`src/logic/uts_map.vh`:
```
// Summary of operation
// - completed-transfer status kept in four-entry queue; oldest shown in read-only window.
// - each finished buffer use by the engine writes one new status entry unless all four entries are occupied.
// - later completions queue behind the pending entry, never overwrite it.
// - clearing the transfer-complete flag pops the current entry, advancing the queue.
// - flag sets again within six instruction cycles if another entry waits.
// - empty queue after clear leaves flag cleared; window content then meaningless.
// - token for an enabled direction arriving while all four entries are occupied is answered with NAK.
// - window bits 6 to 3 carry the last transfer's endpoint number.
// - window bit 2 is 1 for IN token, 0 for OUT or SETUP.
// - window bit 1 is 1 for odd bank, 0 for even bank.
// - window bits 7 and 0 read zero; window is read-only.
// - sixteen identical endpoint control registers, endpoints 0 to 15.
// - endpoint control bit 4 enables handshake packets for that endpoint.
// - endpoint control bit 3 clear allows SETUP; IN and OUT need their enables.
// - endpoint control bit 2 set permits OUT; clear refuses OUT.
// - endpoint control bit 1 set permits IN; clear refuses IN.
// - STALL issued sets endpoint bit 0 until firmware clears it or engine reset.
`ifndef UTS_MAP_VH
`define UTS_MAP_VH
`define UTS_STAT_OFS 8'h00
`define UTS_CTL_OFS 8'h04
`define UTS_EP_BASE 8'h40
`define UTS_EP_MASK 8'hc3
`define UTS_STAT_EP_LSB 3
`define UTS_STAT_DIR_BIT 2
`define UTS_STAT_ODD_BIT 1
`define UTS_CTL_FLAG_BIT 0
`define UTS_CTL_FULL_BIT 1
`define UTS_CTL_CNT_LSB 2
`define UTS_EPC_HSHK_BIT 4
`define UTS_EPC_SETUP_DIS_BIT 3
`define UTS_EPC_OUT_BIT 2
`define UTS_EPC_IN_BIT 1
`define UTS_EPC_STALL_BIT 0
`define UTS_EPC_W 5
`define UTS_EPC_RST 5'h00
`define UTS_EP_NUM 16
`define UTS_FIFO_AW 2
`define UTS_ENTRY_W 6
`define UTS_KIND_OUT 2'h0
`define UTS_KIND_IN 2'h1
`define UTS_KIND_SETUP 2'h2
`define UTS_RESP_ACK 2'h0
`define UTS_RESP_NAK 2'h1
`define UTS_RESP_IGNORE 2'h2
`define UTS_CLK_NS 5
`define UTS_TCY_NS 20
`define UTS_REARM_TCY 6
`define UTS_REARM_MAX_CYC ((`UTS_REARM_TCY * `UTS_TCY_NS) / `UTS_CLK_NS)
`define UTS_REARM_CYC 2
`endif

```
`src/logic/uts_fifo_mem.v`:
```
`timescale 1ns/1ps
`default_nettype none
module uts_fifo_mem #(
   parameter AW = 2,
   parameter DW = 6
) (
   input wire clk_in,
   input wire rst_n_in,
   input wire wr_en_in,
   input wire [AW-1:0] wr_addr_in,
   input wire [DW-1:0] wr_data_in,
   input wire [AW-1:0] rd_addr_in,
   output wire [DW-1:0] rd_data_out
);
   reg [DW-1:0] mem_q [0:(1<<AW)-1];
   reg [DW-1:0] rd_q;
   always @(posedge clk_in) begin
      if (wr_en_in) begin
         mem_q[wr_addr_in] <= wr_data_in;
      end
   end
   // read lags one edge; flag timing is built around that lag
   always @(posedge clk_in or negedge rst_n_in) begin
      if (!rst_n_in) begin
         rd_q <= {DW{1'b0}};
      end else begin
         rd_q <= mem_q[rd_addr_in];
      end
   end
   assign rd_data_out = rd_q;
endmodule
`default_nettype wire

```
`src/logic/uts_top.v`:
```
`include "uts_map.vh"
`timescale 1ns/1ps
`default_nettype none
module uts_top #(
   parameter FIFO_AW = `UTS_FIFO_AW
) (
   input wire clk_in,
   input wire nrst_in,
   input wire eng_rst_in,
   input wire psel_in,
   input wire penable_in,
   input wire pwrite_in,
   input wire [7:0] paddr_in,
   input wire [31:0] pwdata_in,
   output wire [31:0] prdata_out,
   output wire pready_out,
   output wire pslverr_out,
   input wire xfer_done_in,
   input wire [3:0] xfer_ep_in,
   input wire xfer_in_dir_in,
   input wire xfer_odd_in,
   input wire token_valid_in,
   input wire [3:0] token_ep_in,
   input wire [1:0] token_kind_in,
   input wire stall_in,
   input wire [3:0] stall_ep_in,
   output wire resp_valid_out,
   output wire [1:0] resp_code_out,
   output wire resp_hshk_out,
   output wire xfer_flag_out,
   output wire fifo_full_out,
   output wire xfer_lost_out
);
   localparam [FIFO_AW:0] DEPTH = {1'b1, {FIFO_AW{1'b0}}};
   localparam EW = `UTS_ENTRY_W;
   localparam CW = `UTS_EPC_W;

   // reset release through two stages
   reg rst_s1_q;
   reg rst_s2_q;
   always @(posedge clk_in or negedge nrst_in) begin
      if (!nrst_in) begin
         rst_s1_q <= 1'b0;
         rst_s2_q <= 1'b0;
      end else begin
         rst_s1_q <= 1'b1;
         rst_s2_q <= rst_s1_q;
      end
   end
   wire rst_n = rst_s2_q;

   // bus decode
   wire apb_setup = psel_in & ~penable_in;
   wire apb_acc = psel_in & penable_in;
   wire hit_stat = (paddr_in == `UTS_STAT_OFS);
   wire hit_ctl = (paddr_in == `UTS_CTL_OFS);
   wire hit_ep = ((paddr_in & `UTS_EP_MASK) == `UTS_EP_BASE);
   wire [3:0] ep_idx = paddr_in[5:2];
   wire bus_err = ~(hit_stat | hit_ctl | hit_ep) | (hit_stat & pwrite_in);
   wire wr_ok = apb_acc & pwrite_in & ~bus_err;
   wire wr_ctl = wr_ok & hit_ctl;
   wire wr_ep = wr_ok & hit_ep;

   assign pready_out = 1'b1;
   assign pslverr_out = apb_acc & bus_err;

   // status queue state
   reg [FIFO_AW-1:0] wr_ptr_q;
   reg [FIFO_AW-1:0] rd_ptr_q;
   reg [FIFO_AW:0] cnt_q;
   reg flag_q;
   reg lost_q;
   wire fifo_full = (cnt_q == DEPTH);
   wire [EW-1:0] head;
   // the pop is the flag clear: write one to the flag bit while it is set
   wire pop = flag_q & wr_ctl & pwdata_in[`UTS_CTL_FLAG_BIT];
   // a full queue drops the entry; the token path has already NAKed it
   wire push = xfer_done_in & ~fifo_full & ~eng_rst_in;

   uts_fifo_mem #(
      .AW(FIFO_AW),
      .DW(EW)
   ) u_mem (
      .clk_in(clk_in),
      .rst_n_in(rst_n),
      .wr_en_in(push),
      .wr_addr_in(wr_ptr_q),
      .wr_data_in({xfer_ep_in, xfer_in_dir_in, xfer_odd_in}),
      .rd_addr_in(rd_ptr_q),
      .rd_data_out(head)
   );

   reg [FIFO_AW:0] cnt_d;
   always @* begin
      cnt_d = cnt_q;
      case ({push, pop})
         2'b10: cnt_d = cnt_q + {{FIFO_AW{1'b0}}, 1'b1};
         2'b01: cnt_d = cnt_q - {{FIFO_AW{1'b0}}, 1'b1};
         default: cnt_d = cnt_q;
      endcase
   end

   always @(posedge clk_in or negedge rst_n) begin
      if (!rst_n) begin
         wr_ptr_q <= {FIFO_AW{1'b0}};
         rd_ptr_q <= {FIFO_AW{1'b0}};
         cnt_q <= {(FIFO_AW+1){1'b0}};
         flag_q <= 1'b0;
         lost_q <= 1'b0;
      end else if (eng_rst_in) begin
         wr_ptr_q <= {FIFO_AW{1'b0}};
         rd_ptr_q <= {FIFO_AW{1'b0}};
         cnt_q <= {(FIFO_AW+1){1'b0}};
         flag_q <= 1'b0;
         lost_q <= 1'b0;
      end else begin
         if (push) begin
            wr_ptr_q <= wr_ptr_q + {{(FIFO_AW-1){1'b0}}, 1'b1};
         end
         if (pop) begin
            rd_ptr_q <= rd_ptr_q + {{(FIFO_AW-1){1'b0}}, 1'b1};
         end
         cnt_q <= cnt_d;
         // low for one cycle after a clear, then rearmed while entries wait
         flag_q <= (cnt_q != {(FIFO_AW+1){1'b0}}) & ~pop;
         lost_q <= xfer_done_in & fifo_full;
      end
   end

   assign xfer_flag_out = flag_q;
   assign fifo_full_out = fifo_full;
   assign xfer_lost_out = lost_q;

   // endpoint control registers
   wire [`UTS_EP_NUM*CW-1:0] epc_flat;
   genvar i;
   generate
      for (i = 0; i < `UTS_EP_NUM; i = i + 1) begin : g_ep
         // genvar slices are not portable; a sized copy of the index instead
         localparam [3:0] EP_ID = i;
         reg [CW-1:0] epc_q;
         wire sel_w = wr_ep & (ep_idx == EP_ID);
         wire stall_set = stall_in & (stall_ep_in == EP_ID);
         always @(posedge clk_in or negedge rst_n) begin
            if (!rst_n) begin
               epc_q <= `UTS_EPC_RST;
            end else begin
               if (sel_w) begin
                  epc_q[CW-1:1] <= pwdata_in[CW-1:1];
               end
               // set beats clear; software may clear but never set it
               if (stall_set) begin
                  epc_q[`UTS_EPC_STALL_BIT] <= 1'b1;
               end else if (eng_rst_in) begin
                  epc_q[`UTS_EPC_STALL_BIT] <= 1'b0;
               end else if (sel_w & ~pwdata_in[`UTS_EPC_STALL_BIT]) begin
                  epc_q[`UTS_EPC_STALL_BIT] <= 1'b0;
               end
            end
         end
         assign epc_flat[i*CW +: CW] = epc_q;
      end
   endgenerate

   // register read data, captured in the setup cycle
   wire [7:0] stat_word = {1'b0, head[5:2], head[1], head[0], 1'b0};
   reg [31:0] rd_mux;
   always @* begin
      rd_mux = 32'h0000_0000;
      if (hit_stat) begin
         rd_mux = {24'h00_0000, stat_word};
      end else if (hit_ctl) begin
         rd_mux[`UTS_CTL_FLAG_BIT] = flag_q;
         rd_mux[`UTS_CTL_FULL_BIT] = fifo_full;
         rd_mux[`UTS_CTL_CNT_LSB +: FIFO_AW+1] = cnt_q;
      end else if (hit_ep) begin
         rd_mux[CW-1:0] = epc_flat[ep_idx*CW +: CW];
      end
   end
   reg [31:0] prdata_q;
   always @(posedge clk_in or negedge rst_n) begin
      if (!rst_n) begin
         prdata_q <= 32'h0000_0000;
      end else if (apb_setup & ~pwrite_in) begin
         prdata_q <= rd_mux;
      end
   end
   assign prdata_out = prdata_q;

   // token answer: disabled direction is ignored, else full queue NAKs
   wire [CW-1:0] tok_epc = epc_flat[token_ep_in*CW +: CW];
   reg tok_allow;
   always @* begin
      case (token_kind_in)
         `UTS_KIND_OUT: tok_allow = tok_epc[`UTS_EPC_OUT_BIT];
         `UTS_KIND_IN: tok_allow = tok_epc[`UTS_EPC_IN_BIT];
         `UTS_KIND_SETUP: tok_allow = ~tok_epc[`UTS_EPC_SETUP_DIS_BIT];
         default: tok_allow = 1'b0;
      endcase
   end
   reg resp_valid_q;
   reg [1:0] resp_code_q;
   reg resp_hshk_q;
   always @(posedge clk_in or negedge rst_n) begin
      if (!rst_n) begin
         resp_valid_q <= 1'b0;
         resp_code_q <= `UTS_RESP_ACK;
         resp_hshk_q <= 1'b0;
      end else begin
         resp_valid_q <= token_valid_in;
         if (token_valid_in) begin
            resp_hshk_q <= tok_epc[`UTS_EPC_HSHK_BIT];
            if (~tok_allow) begin
               resp_code_q <= `UTS_RESP_IGNORE;
            end else if (fifo_full) begin
               resp_code_q <= `UTS_RESP_NAK;
            end else begin
               resp_code_q <= `UTS_RESP_ACK;
            end
         end
      end
   end
   assign resp_valid_out = resp_valid_q;
   assign resp_code_out = resp_code_q;
   assign resp_hshk_out = resp_hshk_q;
endmodule
`default_nettype wire

```
`config.mk`:
```
export PLATFORM = sky130hd
export DESIGN_NAME = uts_top
export DESIGN_NICKNAME = d
export VERILOG_FILES = /design/src/logic/uts_fifo_mem.v /design/src/logic/uts_top.v
export VERILOG_INCLUDE_DIRS = /design/src /design/src/logic
export SDC_FILE = /design/constraint.sdc
export NUM_CORES = 1
export LEC_CHECK = 0
export BUFFER_PORTS_ARGS = -buffer_cell sky130_fd_sc_hd__buf_2
export CORE_ASPECT_RATIO = 0.9
export CORE_MARGIN = 2
export CORE_UTILIZATION = 40
export CTS_BUF_LIST = sky130_fd_sc_hd__clkbuf_4 sky130_fd_sc_hd__clkbuf_8 sky130_fd_sc_hd__clkbuf_16
export DETAILED_ROUTE_END_ITERATION = 8
export PLACE_DENSITY = 0.7
export SYNTH_ARGS = -nofsm -noshare
export SYNTH_HDL_FRONTEND = slang
export SYNTH_SLANG_ARGS = --single-unit
```
`constraint.sdc`:
```
create_clock -name clk_in -period 3.4 [get_ports clk_in]
set_clock_uncertainty 0.2 [all_clocks]
set_input_delay 0.17 -clock clk_in [delete_from_list [all_inputs] [get_ports clk_in]]
set_output_delay 0.17 -clock clk_in [all_outputs]
set_load 0.1 [all_outputs]
```
==> impl_metrics.json <==
{
  "start_util_pct": 40.44,
  "clock_path_buffers": 2,
  "holdCritStartpoint": "pwrite_in",
  "reg2reg_slack_ps": 830,
  "rsz0062_at_grt": "false",
  "synth_common_cells": "dfrtp_1, mux2_2, nand2_1",
  "regArea_sq_mm": 0.003427,
  "synth.distinct_cells": 49,
  "root_buffer": "clkbuf_16",
  "whs_path_depth": 4,
  "clkTransAtPathRegs_ps": 60,
  "slew_headroom_pct": 43.67,
  "rows": 45,
  "fin_crit_sh_pct": 76.14,
  "cp-end-kind": "register",
  "worstReg2RegEnd": "cnt_q[2]",
  "hold_class": "in -> reg",
  "die_w_um": 141.1,
  "arrival_ps": 2680,
  "fin_setup_tns_ps": 0,
  "synthFlopType": "dfrtp_1",
  "hpwl_mm": 11.42,
  "power_density_mw_per_mm2": 521.7,
  "startpoint_type": "input pin",
  "layout_setup_ws_ps": 811.3,
  "cts.sinks": 132,
  "p_leak_nw": 3.554,
  "crit_required_ps": 3490,
  "via_per_inst": 5.701,
  "first_iter_violations": 446,
  "synth.most_common_cell": "dfrtp_1",
  "tritoncts": "built",
  "cts_max_level": 4,
  "pin_count": 106,
  "first_global_vias": 4652,
  "post_cts_buffers": 0,
  "synth-seq-cells": 132,
  "drive_above_1_share_pct": 34.16,
  "core_area_sq_mm": 0.01672,
  "synth.cell_area_sq_mm": 0.006763,
  "cts-buffers-inserted": 17,
  "grt_usage_pct": 19.18,
  "rr_worst_depth": 9,
  "grt_pass1_wl_mm": 26.10,
  "worstPathMaxFanout": 6,
  "yosysSeqAreaShare_pct": 50.62,
  "yosys-top-cells-area": "dfrtp_1, mux4_2, edfxtp_1",
  "port_buffers": 52,
  "synth_edf_count": 24,
  "syn_area_per_cell_sq_um": 13.13,
  "place.gp.congestion": 0.8305,
  "drv_cap": 0,
  "drc": 0,
  "routedWlPerCell_um": 20.11,
  "setup_viol": 0,
  "min_to": "prdata_out[0]",
  "syn_inst": 515,
  "yosysTopAreaCellShare_pct": 39.96,
  "holdWs_ps": 12.26,
  "wirelength_mm": 16.39,
  "nNetsFinal": 660,
  "timing_max_transition_violations_final": 0,
  "reg2reg_from": "cnt_q[1]",
  "pre_cts_ws_ps": 751.7,
  "nFillCells": 1403,
  "yosysWarnings": 0,
  "synth_top_area_cell": "dfrtp_1",
  "num_vias": 4646,
  "peakVddDrop_mv": 0.3197,
  "die_area_sq_mm": 0.01796,
  "synthArstFlopShare_pct": 81.82,
  "power.total_mw": 4.188,
  "max_freq_mhz": 386.3,
  "area_growth_syn_to_layout_pct": 18.70,
  "tightest_slew_ps": 843.2,
  "die_h_um": 127.4,
  "period_minus_slack_ps": 2589,
  "worstSetupPathType": "in -> reg",
  "grt_overflow_total": 0,
  "hold_viol": 0,
  "grt_max_degree": 42,
  "multi_input_area_sq_mm": 0.003109,
  "antenna_found_initial": 1,
  "clock_latency_ps": 410,
  "detail-route-antenna-nets": 0,
  "dr.pass1.iters": 6,
  "status": "finished, final reports clean"
}
-- worst max-delay path, stage by stage --
cell	delay [ps]
buf_2	100
or4b_1	710
nor4_4	300
nand3_1	410
o211ai_1	330
o41ai_1	100
dlygate4sd3_1	560
-- metrics by stage --
stage	cells	util, %	cell area, sq um
after floorplan	540	-	6863
after global placement	759	42.69	7139
after detailed placement	759	42.69	7139
after CTS	814	47.99	8025
after global routing	814	47.99	8025
final	815	48.01	8028
-- worst max-delay path by stage --
stage,start,end,slack (ps)
final,paddr_in[7],g_ep[3].epc_q[0],810
after global routing,cnt_q[2],cnt_q[2],590
after CTS,cnt_q[1],cnt_q[2],830
after detailed placement,paddr_in[7],g_ep[13].epc_q[3],750
after global placement,paddr_in[7],g_ep[15].epc_q[1],820
after floorplan,cnt_q[1],cnt_q[2],210
-- cells in the final DEF (no fill, tap or decap), types with 4 or more instances in the layout --
cell / Yosys / layout
dlygate4sd3_1: 0 / 23
buf_4: 26 / 7
ha_1: 4 / 4
bufinv_16: 0 / 4
mux2_2: 63 / 63
and3_1: 4 / 4
mux2i_1: 10 / 10
o211ai_1: 10 / 10
nor2b_1: 6 / 6
buf_2: 11 / 52
nand3_1: 11 / 11
nand2b_1: 6 / 6
o311ai_0: 4 / 4
o22ai_1: 4 / 4
nor3_1: 5 / 5
inv_1: 7 / 7
o21ai_0: 18 / 18
clkbuf_16: 0 / 18
a221oi_1: 5 / 5
nor2_1: 17 / 17
mux4_2: 41 / 41
dfrtp_1: 108 / 107
edfxtp_1: 24 / 24
nand2_1: 50 / 50
a21o_1: 5 / 5
and2_1: 5 / 5
nor3b_1: 5 / 4
a21oi_1: 14 / 14
conb_1: 2 / 27
-- cell type report --
class | count | share of cell area (%)
Clock buffer | 21 | 6.047
Sequential cell | 132 | 42.69
Clock inverter | 11 | 2.120
Tap cell | 211 | 3.289
Antenna cell | 1 | 0.03117
Multi-Input combinational cell | 350 | 38.73
Timing Repair Buffer | 82 | 6.764
Inverter | 7 | 0.3273
-- layer usage --
layer,up-vias,share of wire (%),wire length (um),global-route usage (%)
met5,-,0,0,0
met4,0,2.0,333,6.176
met3,26,6.2,1014,4.460
met2,201,49,8107,31.10
met1,2374,42,6932,25.81
li1,2045,-,-,-
-- what timing repair did --
item | CTS | global route
endpoints found under the hold margin | 58 | 0
resized for setup | 0 | 0
hold buffers | 23 | 0
-- sequential cells by signal (all words and copies together), names as in the netlist --
| signal | flops |
|---|---|
| xfer_flag_out | 1 |
| g_ep.epc_q | 80 |
| xfer_lost_out | 1 |
| rst_s1_q | 1 |
| resp_hshk_out | 1 |
| prdata_out | 7 |
| wr_ptr_q | 2 |
| u_mem.rd_data_out | 6 |
| cnt_q | 3 |
| resp_code_out | 2 |
| rst_n | 1 |
| resp_valid_out | 1 |
| rd_ptr_q | 2 |
| u_mem.mem_q | 24 |
-- cells by family (layout without fill, tap and decap cells) --
group / Yosys count / after routing / synth area share, %
DFF: 132 / 132 / 50.62
and+or+nand+nor: 128 / 128 / 10.16
muxes: 114 / 114 / 25.62
AOI/OAI and AO/OA: 73 / 73 / 7.197
buffers and inverters: 58 / 121 / 4.866
adders and majority gates: 5 / 5 / 1.036
xor gates and xnor gates: 3 / 3 / 0.3886
other: 2 / 28 / 0.1110
-- power by group --
group	switching [mW]	internal, mW	leakage [nW]	total (mW)
registers	0.0360	1.66	1.68	1.69
clock network	0.674	1.32	0.323	1.99
logic	0.377	0.122	1.55	0.498
total	1.09	3.10	3.55	4.19
Note: power is estimated with default switching activity, not from simulation.
